### src/srfs_consts.svh
// srfs_consts.svh: clock period, mode fields, timing counts for the refresh pair
// assumes a 50 MHz clock (20 ns period)
`ifndef SRFS_CONSTS_SVH
`define SRFS_CONSTS_SVH
`define SRFS_CLK_NS 20
`define SRFS_RFC_NS 350
`define SRFS_RFC_CYC ((`SRFS_RFC_NS + `SRFS_CLK_NS - 1) / `SRFS_CLK_NS)
`define SRFS_RP_NS 15
`define SRFS_RP_CYC ((`SRFS_RP_NS + `SRFS_CLK_NS - 1) / `SRFS_CLK_NS)
`define SRFS_REFI_BASE_NS 7800
`define SRFS_REFI_HOT_NS 3900
`define SRFS_REFI_BASE_CYC (`SRFS_REFI_BASE_NS / `SRFS_CLK_NS)
`define SRFS_REFI_HOT_CYC (`SRFS_REFI_HOT_NS / `SRFS_CLK_NS)
`define SRFS_MR4_TCR_EN_BIT 3
`define SRFS_MR4_TCR_RANGE_BIT 2
`define SRFS_MR3_RATE_HI 8
`define SRFS_MR3_RATE_LO 6
`define SRFS_POSTPONE_1X 8
`define SRFS_PULLIN_1X 8
`define SRFS_ROW_W 16
`define SRFS_COOL_45C 8'h2D
`define SRFS_HOT_85C 8'h55
`endif

### src/srfs_pkg.sv
// srfs_pkg.sv: shared types for the refresh pair
// assumes srfs_consts.svh is compiled alongside
package srfs_pkg;
  typedef enum logic [2:0] {
    SRFS_RATE_1X = 3'b000,
    SRFS_RATE_2X = 3'b001,
    SRFS_RATE_4X = 3'b010,
    SRFS_RATE_OTF12 = 3'b101,
    SRFS_RATE_OTF14 = 3'b110
  } srfs_rate_t;
  typedef enum logic [2:0] {
    SRFS_DV_IDLE = 3'b001,
    SRFS_DV_REF = 3'b010,
    SRFS_DV_DONE = 3'b100
  } srfs_dev_state_t;
endpackage

### src/srfs_if.sv
// srfs_if.sv: command pins between controller and device
// assumes one shared clock, commands sampled on its rising edge
`timescale 1ns/1ps
interface srfs_if;
  logic cs_n;
  logic ras_n;
  logic cas_n;
  logic we_n;
  logic [15:0] addr;
  logic [13:0] mode_register_four;
  logic [13:0] mode_register_three;
  modport ctrl (output cs_n, ras_n, cas_n, we_n, addr, mode_register_four, mode_register_three);
  modport dev (input cs_n, ras_n, cas_n, we_n, addr, mode_register_four, mode_register_three);
endinterface

### src/srfs_device.sv
// srfs_device.sv: device end, decodes refresh, runs internal row counter
// assumes controller keeps precharge and deselect timing; one clock, async reset
//
// How it works
// - refresh on cs ras cas low, we high
// - controller precharges all banks before refresh; here it issues no precharge and forced refreshes ignore idle_i
// - rows counted internally, address pins ignored
// - banks left precharged idle after refresh
// - only deselect until refresh cycle time
// - one command per refresh, average interval
// - postpone at most 8/16/32 refreshes
// - gap at most 9/17/33 intervals
// - pull in at most 8/16/32 refreshes
// - each early refresh cancels one later
// - burst limits on extra 2x/4x refreshes
// - tcr off: 3.9us hot, 7.8us cool
// - mode four bit3 enables temperature refresh
// - mode four bit2 selects extended range
// - tcr on: accept all, skip some internally
// - normal range: may skip below 45C
// - extended range: skip to normal interval
// - extended range needs 3.9us external period
// - mode three bits 8:6 select refresh rate; here they only reach rate_o, interval and cycle time ignore them
`timescale 1ns/1ps
`include "srfs_consts.svh"
module srfs_device
  import srfs_pkg::*;
(
  input wire logic clk_i, // clock
  input wire logic rst_i, // async reset, high
  srfs_if.dev bus, // command pins
  input wire logic [7:0] temp_i, // case temperature in C
  output logic busy_o, // refresh cycle running
  output logic banks_idle_o, // all banks precharged
  output logic [`SRFS_ROW_W-1:0] row_o, // next internal refresh row
  output logic skipped_o, // last command was skipped
  output logic [2:0] rate_o // active rate code
);
  srfs_dev_state_t state_q;
  logic [8:0] cnt_q;
  logic [1:0] gear_q;
  logic ref_cmd;
  logic take;
  logic skip;
  logic tcr_en;
  logic tcr_ext;
  logic [8:0] rfc_cyc;

  // command decode on rising edge
  assign ref_cmd = !bus.cs_n && !bus.ras_n && !bus.cas_n && bus.we_n;
  // a refresh spaced one cycle past the cycle time lands in the done cycle, so take it there too
  assign take = ref_cmd && (state_q != SRFS_DV_REF);
  assign tcr_en = bus.mode_register_four[`SRFS_MR4_TCR_EN_BIT];
  assign tcr_ext = bus.mode_register_four[`SRFS_MR4_TCR_RANGE_BIT];
  assign rfc_cyc = 9'(`SRFS_RFC_CYC);

  // skip decision: extended range halves below 85C, cool quarters
  always_comb begin
    skip = 1'b0;
    if (tcr_en) begin
      if (tcr_ext && temp_i < `SRFS_HOT_85C) begin
        skip = (temp_i < `SRFS_COOL_45C) ? (gear_q != 2'd0) : gear_q[0];
      end else if (!tcr_ext && temp_i < `SRFS_COOL_45C) begin
        skip = gear_q[0];
      end
    end
  end

  // refresh state machine, waits refresh cycle time
  always_ff @(posedge clk_i or posedge rst_i) begin
    if (rst_i) begin
      state_q <= SRFS_DV_IDLE;
      cnt_q <= 9'd0;
    end else begin
      unique case (state_q)
        SRFS_DV_IDLE: begin
          if (take) begin
            state_q <= SRFS_DV_REF;
            cnt_q <= rfc_cyc - 9'd1;
          end
        end
        SRFS_DV_REF: begin
          if (cnt_q == 9'd0) begin
            state_q <= SRFS_DV_DONE;
          end else begin
            cnt_q <= cnt_q - 9'd1;
          end
        end
        SRFS_DV_DONE: begin
          if (take) begin
            state_q <= SRFS_DV_REF;
            cnt_q <= rfc_cyc - 9'd1;
          end else begin
            state_q <= SRFS_DV_IDLE;
          end
        end
        default: state_q <= SRFS_DV_IDLE;
      endcase
    end
  end

  // internal row counter, address pins unused
  always_ff @(posedge clk_i or posedge rst_i) begin
    if (rst_i) begin
      row_o <= '0;
      gear_q <= 2'd0;
      skipped_o <= 1'b0;
    end else if (take) begin
      gear_q <= gear_q + 2'd1;
      skipped_o <= skip;
      if (!skip) begin
        row_o <= row_o + 1'b1;
      end
    end
  end

  // latched rate mode
  always_ff @(posedge clk_i or posedge rst_i) begin
    if (rst_i) begin
      rate_o <= 3'b000;
    end else begin
      rate_o <= bus.mode_register_three[`SRFS_MR3_RATE_HI:`SRFS_MR3_RATE_LO];
    end
  end

  assign busy_o = (state_q == SRFS_DV_REF);
  assign banks_idle_o = (state_q != SRFS_DV_REF);
endmodule

### src/flat_wrapper.sv
// flat-port wrapper written by rule: the top's interface ports become plain ports
module srfs_device_flat import srfs_pkg::*;
  (clk_i, rst_i, temp_i, busy_o, banks_idle_o, row_o, skipped_o, rate_o, bus_cs_n, bus_ras_n, bus_cas_n, bus_we_n, bus_addr, bus_mode_register_four, bus_mode_register_three);
  srfs_if bus_i ();
  input wire logic clk_i;
  input wire logic rst_i;
  input wire logic [7:0] temp_i;
  output logic busy_o;
  output logic banks_idle_o;
  output logic [`SRFS_ROW_W-1:0] row_o;
  output logic skipped_o;
  output logic [2:0] rate_o;
  input wire logic [$bits(bus_i.cs_n)-1:0] bus_cs_n;
  input wire logic [$bits(bus_i.ras_n)-1:0] bus_ras_n;
  input wire logic [$bits(bus_i.cas_n)-1:0] bus_cas_n;
  input wire logic [$bits(bus_i.we_n)-1:0] bus_we_n;
  input wire logic [$bits(bus_i.addr)-1:0] bus_addr;
  input wire logic [$bits(bus_i.mode_register_four)-1:0] bus_mode_register_four;
  input wire logic [$bits(bus_i.mode_register_three)-1:0] bus_mode_register_three;
  assign bus_i.cs_n = bus_cs_n;
  assign bus_i.ras_n = bus_ras_n;
  assign bus_i.cas_n = bus_cas_n;
  assign bus_i.we_n = bus_we_n;
  assign bus_i.addr = bus_addr;
  assign bus_i.mode_register_four = bus_mode_register_four;
  assign bus_i.mode_register_three = bus_mode_register_three;
  srfs_device u_core (.clk_i(clk_i), .rst_i(rst_i), .bus(bus_i), .temp_i(temp_i), .busy_o(busy_o), .banks_idle_o(banks_idle_o), .row_o(row_o), .skipped_o(skipped_o), .rate_o(rate_o));
endmodule
### config.mk
export PLATFORM = sky130hd
export DESIGN_NAME = srfs_device_flat
export DESIGN_NICKNAME = d
export VERILOG_FILES = /design/src/srfs_pkg.sv /design/src/srfs_if.sv /design/src/srfs_device.sv /design/src/flat_wrapper.sv
export VERILOG_INCLUDE_DIRS = /design/src
export SDC_FILE = /design/constraint.sdc
export NUM_CORES = 1
export LEC_CHECK = 0
export ABC_CLOCK_PERIOD_IN_PS = 2500
export BUFFER_PORTS_ARGS = -buffer_cell sky130_fd_sc_hd__buf_4
export CAP_MARGIN = 20
export CORE_ASPECT_RATIO = 0.5
export CORE_UTILIZATION = 46
export CTS_CLUSTER_SIZE = 16
export DETAILED_ROUTE_END_ITERATION = 8
export PLACE_DENSITY = 0.79
export SLEW_MARGIN = 20
export SYNTH_ARGS = -nofsm -noshare
export SYNTH_HDL_FRONTEND = slang
export SYNTH_SLANG_ARGS = --single-unit
### constraint.sdc
create_clock -name clk_i -period 2.5 [get_ports clk_i]
set_clock_uncertainty 0.1 [all_clocks]
set_input_delay 0 -clock clk_i [delete_from_list [all_inputs] [get_ports clk_i]]
set_output_delay 0 -clock clk_i [all_outputs]
set_load 0.01 [all_outputs]
---- After elaboration in Yosys (flattened, before gate mapping) ----
Cells that the tools add are included.
word-level totals
  bits in registers ....................... 34
  bits in latches ......................... 0
  RAM bits ................................ 0
  memory bits (read-only) ................. 0
  memories kept ........................... 0
operators by class
  $add $sub $neg .......................... 3
  multipliers ............................. 0
  div/mod/pow operators ................... 0
  order comparisons ....................... 2
  equality and inequality tests ........... 8
  shifts and indexed selects .............. 0
  mux-type cells .......................... 11
  bitwise logic cells ..................... 1
  reduce and logical (&&, ||, !) cells .... 17
operators with widths
  operator                 count
  $mux W9                  2
  $pmux W9 S2              1
  $add A16 B1 Y16 const B  1
  $logic_not A9 Y1         1
  $pmux W3 S3              1
  $sub A9 B1 Y9 const B    1
  $lt A8 B6 Y1 const B     1
  $lt A8 B7 Y1 const B     1
  $logic_and A1 B1 Y1      6
  $mux W3                  2
  $ne A2 B1 Y1 const B     3
  $logic_not A1 Y1         4
  $mux W1                  4
  $reduce_and A2 Y1        2
  $reduce_bool A2 Y1       2
  $eq A3 B1 Y1 const B     1
  $eq A3 B2 Y1 const B     1
  $eq A3 B3 Y1 const B     1
  $ne A3 B2 Y1 const B     1
  $reduce_and A3 Y1        1
  $add A2 B1 Y2 const B    1
  $mux W2                  1
  $ne A2 B2 Y1 const B     1
  $reduce_or A2 Y1         1
  $not A1 Y1               1

---- Longest topological paths before layout ----
  word-level depth ........................ 7
  gate-level depth with buffers ........... 8
  depth with buffers taken out ............ 7

---- Least setup slack after synthesis ----
No wires, ideal clock.
  kind .................................... register to register
  from .................................... register u_core.row_o[2]
  to ...................................... register u_core.row_o[15]
  setup time .............................. 0.125 ns
  arrival time ............................ 1.845 ns
  setup slack ............................. 0.430 ns
  cell stages (with the launch flop) ...... 6
  path buffers ............................ 0
  cell sequence ........................... dfrtp_1 -> nand3_1 -> or2_2 -> or3_4 -> or4_4 -> xnor2_2
on the way
  cells in the longest elaborated chain, start to end .. 1
RTL lines
  element                 line                RTL
  start, declared         srfs_device.sv:35   output logic [`SRFS_ROW_W-1:0] row_o,
  start signal, assigned  srfs_device.sv:112  row_o <= row_o + 1'b1;
  $add A16 B1 Y16         srfs_device.sv:112
No other way between the ends.
A chain may end at the register's enable or synchronous reset.

---- Worst setup path in the final report ----
  from .................................... register u_core.cnt_q[5]
  to ...................................... register u_core.cnt_q[0]
on the way
  cells in the longest elaborated chain, start to end .. 3
RTL lines
  element                             line               RTL
  start, declared                     srfs_device.sv:40  logic [8:0] cnt_q;
  start signal, assigned              srfs_device.sv:79  cnt_q <= rfc_cyc - 9'd1;
  start signal, assigned              srfs_device.sv:86  cnt_q <= cnt_q - 9'd1;
  start signal, assigned              srfs_device.sv:92  cnt_q <= rfc_cyc - 9'd1;
  $logic_not A9 Y1                    srfs_device.sv:83  if (cnt_q == 9'd0) begin
  $ne A2 B2 Y1 (no source line)       -
  $reduce_and A3 Y1 (no source line)  -
No other way between the ends.

==> metrics.cfg <==
[logic_synthesis]
synthCells=165
synth_area_per_cell_um2=10.7
synth_seq_cells=34
synth-seq-area-share_pct=48.5
ys.flop_type=dfrtp_1
ys_warn_count=0
async_flop_share_pct=100
syn-cell-area_mm2=0.00176
synth_cell_types=45
synth_edf_count=0
synthesis.nets=226

[min_path]
min_path_type=input port to flop
whs_path_depth=5
hp-start=bus_cas_n
hold_end=u_core.skipped_o

[power_and_ir_drop]
switching_share_pct=26.7
p_seq_share_pct=45.7
ir_drop_mv=0.245
p_comb_share_pct=20.0
p_clk_share_pct=34.3
finalPower_uw=1500
p_per_area_mw_per_mm2=650
intPower_uw=1100
p_leak_uw=0.00108
switchingPower_uw=399

[setup_path]
cp.arrival_ns=2.42
path_cells=or4_4 > nor3_2 > nor3b_2 > or3_1 > mux2_2
endpoint_kind=flop
r2r_cells=5
start_kind=flop
crit_fanout=7
slowest_stage=or4_4
rrSetupSlack_ns=0.21
r2r_start=u_core.cnt_q[5]
critPathMaxStageDelay_ns=0.58
r2r_end=u_core.cnt_q[0]
crit_type=flop to flop
required_ns=2.62

[clocking]
cts.sinks=34
clk_pin_slew_worst_paths_ns=0.07
cts_max_level=2
post_cts_buffers=0
clock_path_buffers=2
cts_resized=0
root_buffer=clkbuf_8
clk-insertion-delay-late_ns=0.28
cts_buffers=5
tritoncts=done

[cells_and_area]
n_antenna_cell=0
stdcell_area_mm2=0.00230
final_nets=278
drive_gt1_share_pct=33.5
fin_util_pct=64.8
syn2layout_area_growth_pct=30.8

[placed_design]
dp_hpwl_um=2550
place_congestion=0.748
port_buffers=40
place_area_mm2=0.00214

[route]
vias=1411
dr.pass1.iters=4
drc=0
drt_iter0_drc=24
wl_um=3540
vias_per_cell=5.25
drtAntennaViolNets=0
drt-wirelength-per-cell_um=13.2

[timing]
maxSlewViolCount=0
fin_crit_ns=2.29
tns_ns=0
relSlewSlack_pct=57.3
fmax_ghz=0.436
period_share_pct=91.8
finalSetupViolCount=0
hold_viol_final=0
worst_slew_pin_slew_ns=0.638
rsz0062_at_grt=false

[die]
ios=80
die_area_mm2=0.00409
fp-row-count=15
core_area_mm2=0.00355
die_w_um=89.4
start_util_pct=49.6
fp.dieH_um=45.7

[global_route]
grt_use_total_pct=18.3
grt_pass1_wl_um=5480
grt-ovfl-total=0
grt_max_degree=35
grt_antenna_before_repair=0
first_global_vias=1266

[job]
timing.max_cap.violations=0

[outcome]
outcome=finished clean

==> registers in the layout, indices dropped and copies added, names as in the netlist <==
signal and count:
u_core.cnt_q 9, u_core.gear_q 2, u_core.rate_o 3, u_core.row_o 16
u_core.skipped_o 1, u_core.state_q 3
==> area by class of cell <==
type                            count  area [um^2]
Sequential cell                    34          852
Tap cell                           51         63.8
Multi-Input combinational cell    117          848
Inverter                            9         33.8
Fill cell                         272         1250
Clock inverter                      1         30.0
Clock buffer                        7         86.3
Timing Repair Buffer               50          385
==> routing by layer <==
metal / share of wire, % / track usage, % / vias to the layer above
li1: - / - / 694
met5: 0 / 0 / -
met3: 4.1 / 5.25 / 4
met4: 0.99 / 6.35 / 0
met1: 44 / 21.6 / 687
met2: 50 / 33.0 / 26
==> power by group through the flow <==
stage	Sequential [uW]	Combinational, uW	Clock, uW
final	683	299	513
after CTS	683	304	522
after global routing	693	332	542
after global placement	689	285	0
after detailed placement	692	298	0
after floorplan	699	160	0
==> placed cells by master, fill, tap and decap left out, types with 2 or more instances in the layout <==
master,instances
a21oi_1,4
or4_4,2
o21ai_1,4
nand4_1,3
or3_1,3
xor2_1,13
o31ai_1,7
nor4_2,6
clkbuf_8,6
nor3b_2,2
nand3_1,7
ha_1,3
dlygate4sd3_1,4
nor2_1,16
nor4_1,2
nand2_1,8
o21a_1,2
buf_4,46
o21ai_0,2
xnor2_1,3
inv_1,9
dfrtp_1,33
nand2b_1,3
nor3_1,6
==> stage by stage <==
stage	setup WS, ns	cells	hold slack (ns)
global route	0.0593	269	0.104
global placement	0.263	257	0.00997
finish	0.206	269	0.0826
CTS	0.194	269	0.0773
detailed placement	0.252	257	0.0106
floorplan	0.430	165	-0.0686
==> critical path: cells and delay by family (launching register included) <==
family,cells,cell delay [ns]
and+or+nand+nor,4,1.50
DFF,1,0.41
muxes,1,0.22
==> cell families (layout without fill, tap and decap cells) <==
| group | count (synthesis) | count (layout) | synth area share (%) |
|---|---|---|---|
| AND/OR/NAND/NOR | 69 | 69 | 25.4 |
| flip-flops | 34 | 34 | 48.5 |
| AO/OA/AOI/OAI | 26 | 26 | 10.5 |
| XOR/XNOR | 17 | 17 | 8.90 |
| buffers and inverters | 14 | 67 | 3.27 |
| adder cells (fa/ha/maj) | 3 | 3 | 2.14 |
| multiplexers | 2 | 2 | 1.28 |
==> timing repair <==
item                                   4_1_cts  5_1_grt
setup endpoints to repair                    0        0
endpoints found under the hold margin       36        0
hold buffers                                 4        0
==> synth_stat cells (all sizes together) (2+ instances only) <==
master,number,area [um^2]
o41ai,2,25.0
nor2,17,66.3
buf,4,20.0
nand4,3,18.8
or4,3,30.0
dfrtp,33,826
nand3,7,35.0
ha,3,37.5
nor3,7,40.0
or3,4,30.0
o21a,2,15.0
mux2,2,22.5
nor4b,2,23.8
nor4,8,87.6
xor2,13,114
o31ai,7,52.6
xnor2,4,42.6
a21oi,4,20.0
nand2b,3,18.8
o21ai,6,30.0
inv,9,33.8
nand2,8,30.0
nor3b,3,32.5
==> worst max path at each step <==
stage,start,endpoint,depth (start not counted)
after global routing,u_core.cnt_q[5],u_core.cnt_q[0],5
after CTS,u_core.cnt_q[5],u_core.cnt_q[0],5
after detailed placement,u_core.cnt_q[5],u_core.cnt_q[0],5
after floorplan,u_core.row_o[2],u_core.row_o[15],5
after global placement,u_core.cnt_q[5],u_core.cnt_q[0],5
final,u_core.cnt_q[5],u_core.cnt_q[0],5
No activity file was read; power rests on OpenSTA's default activity.
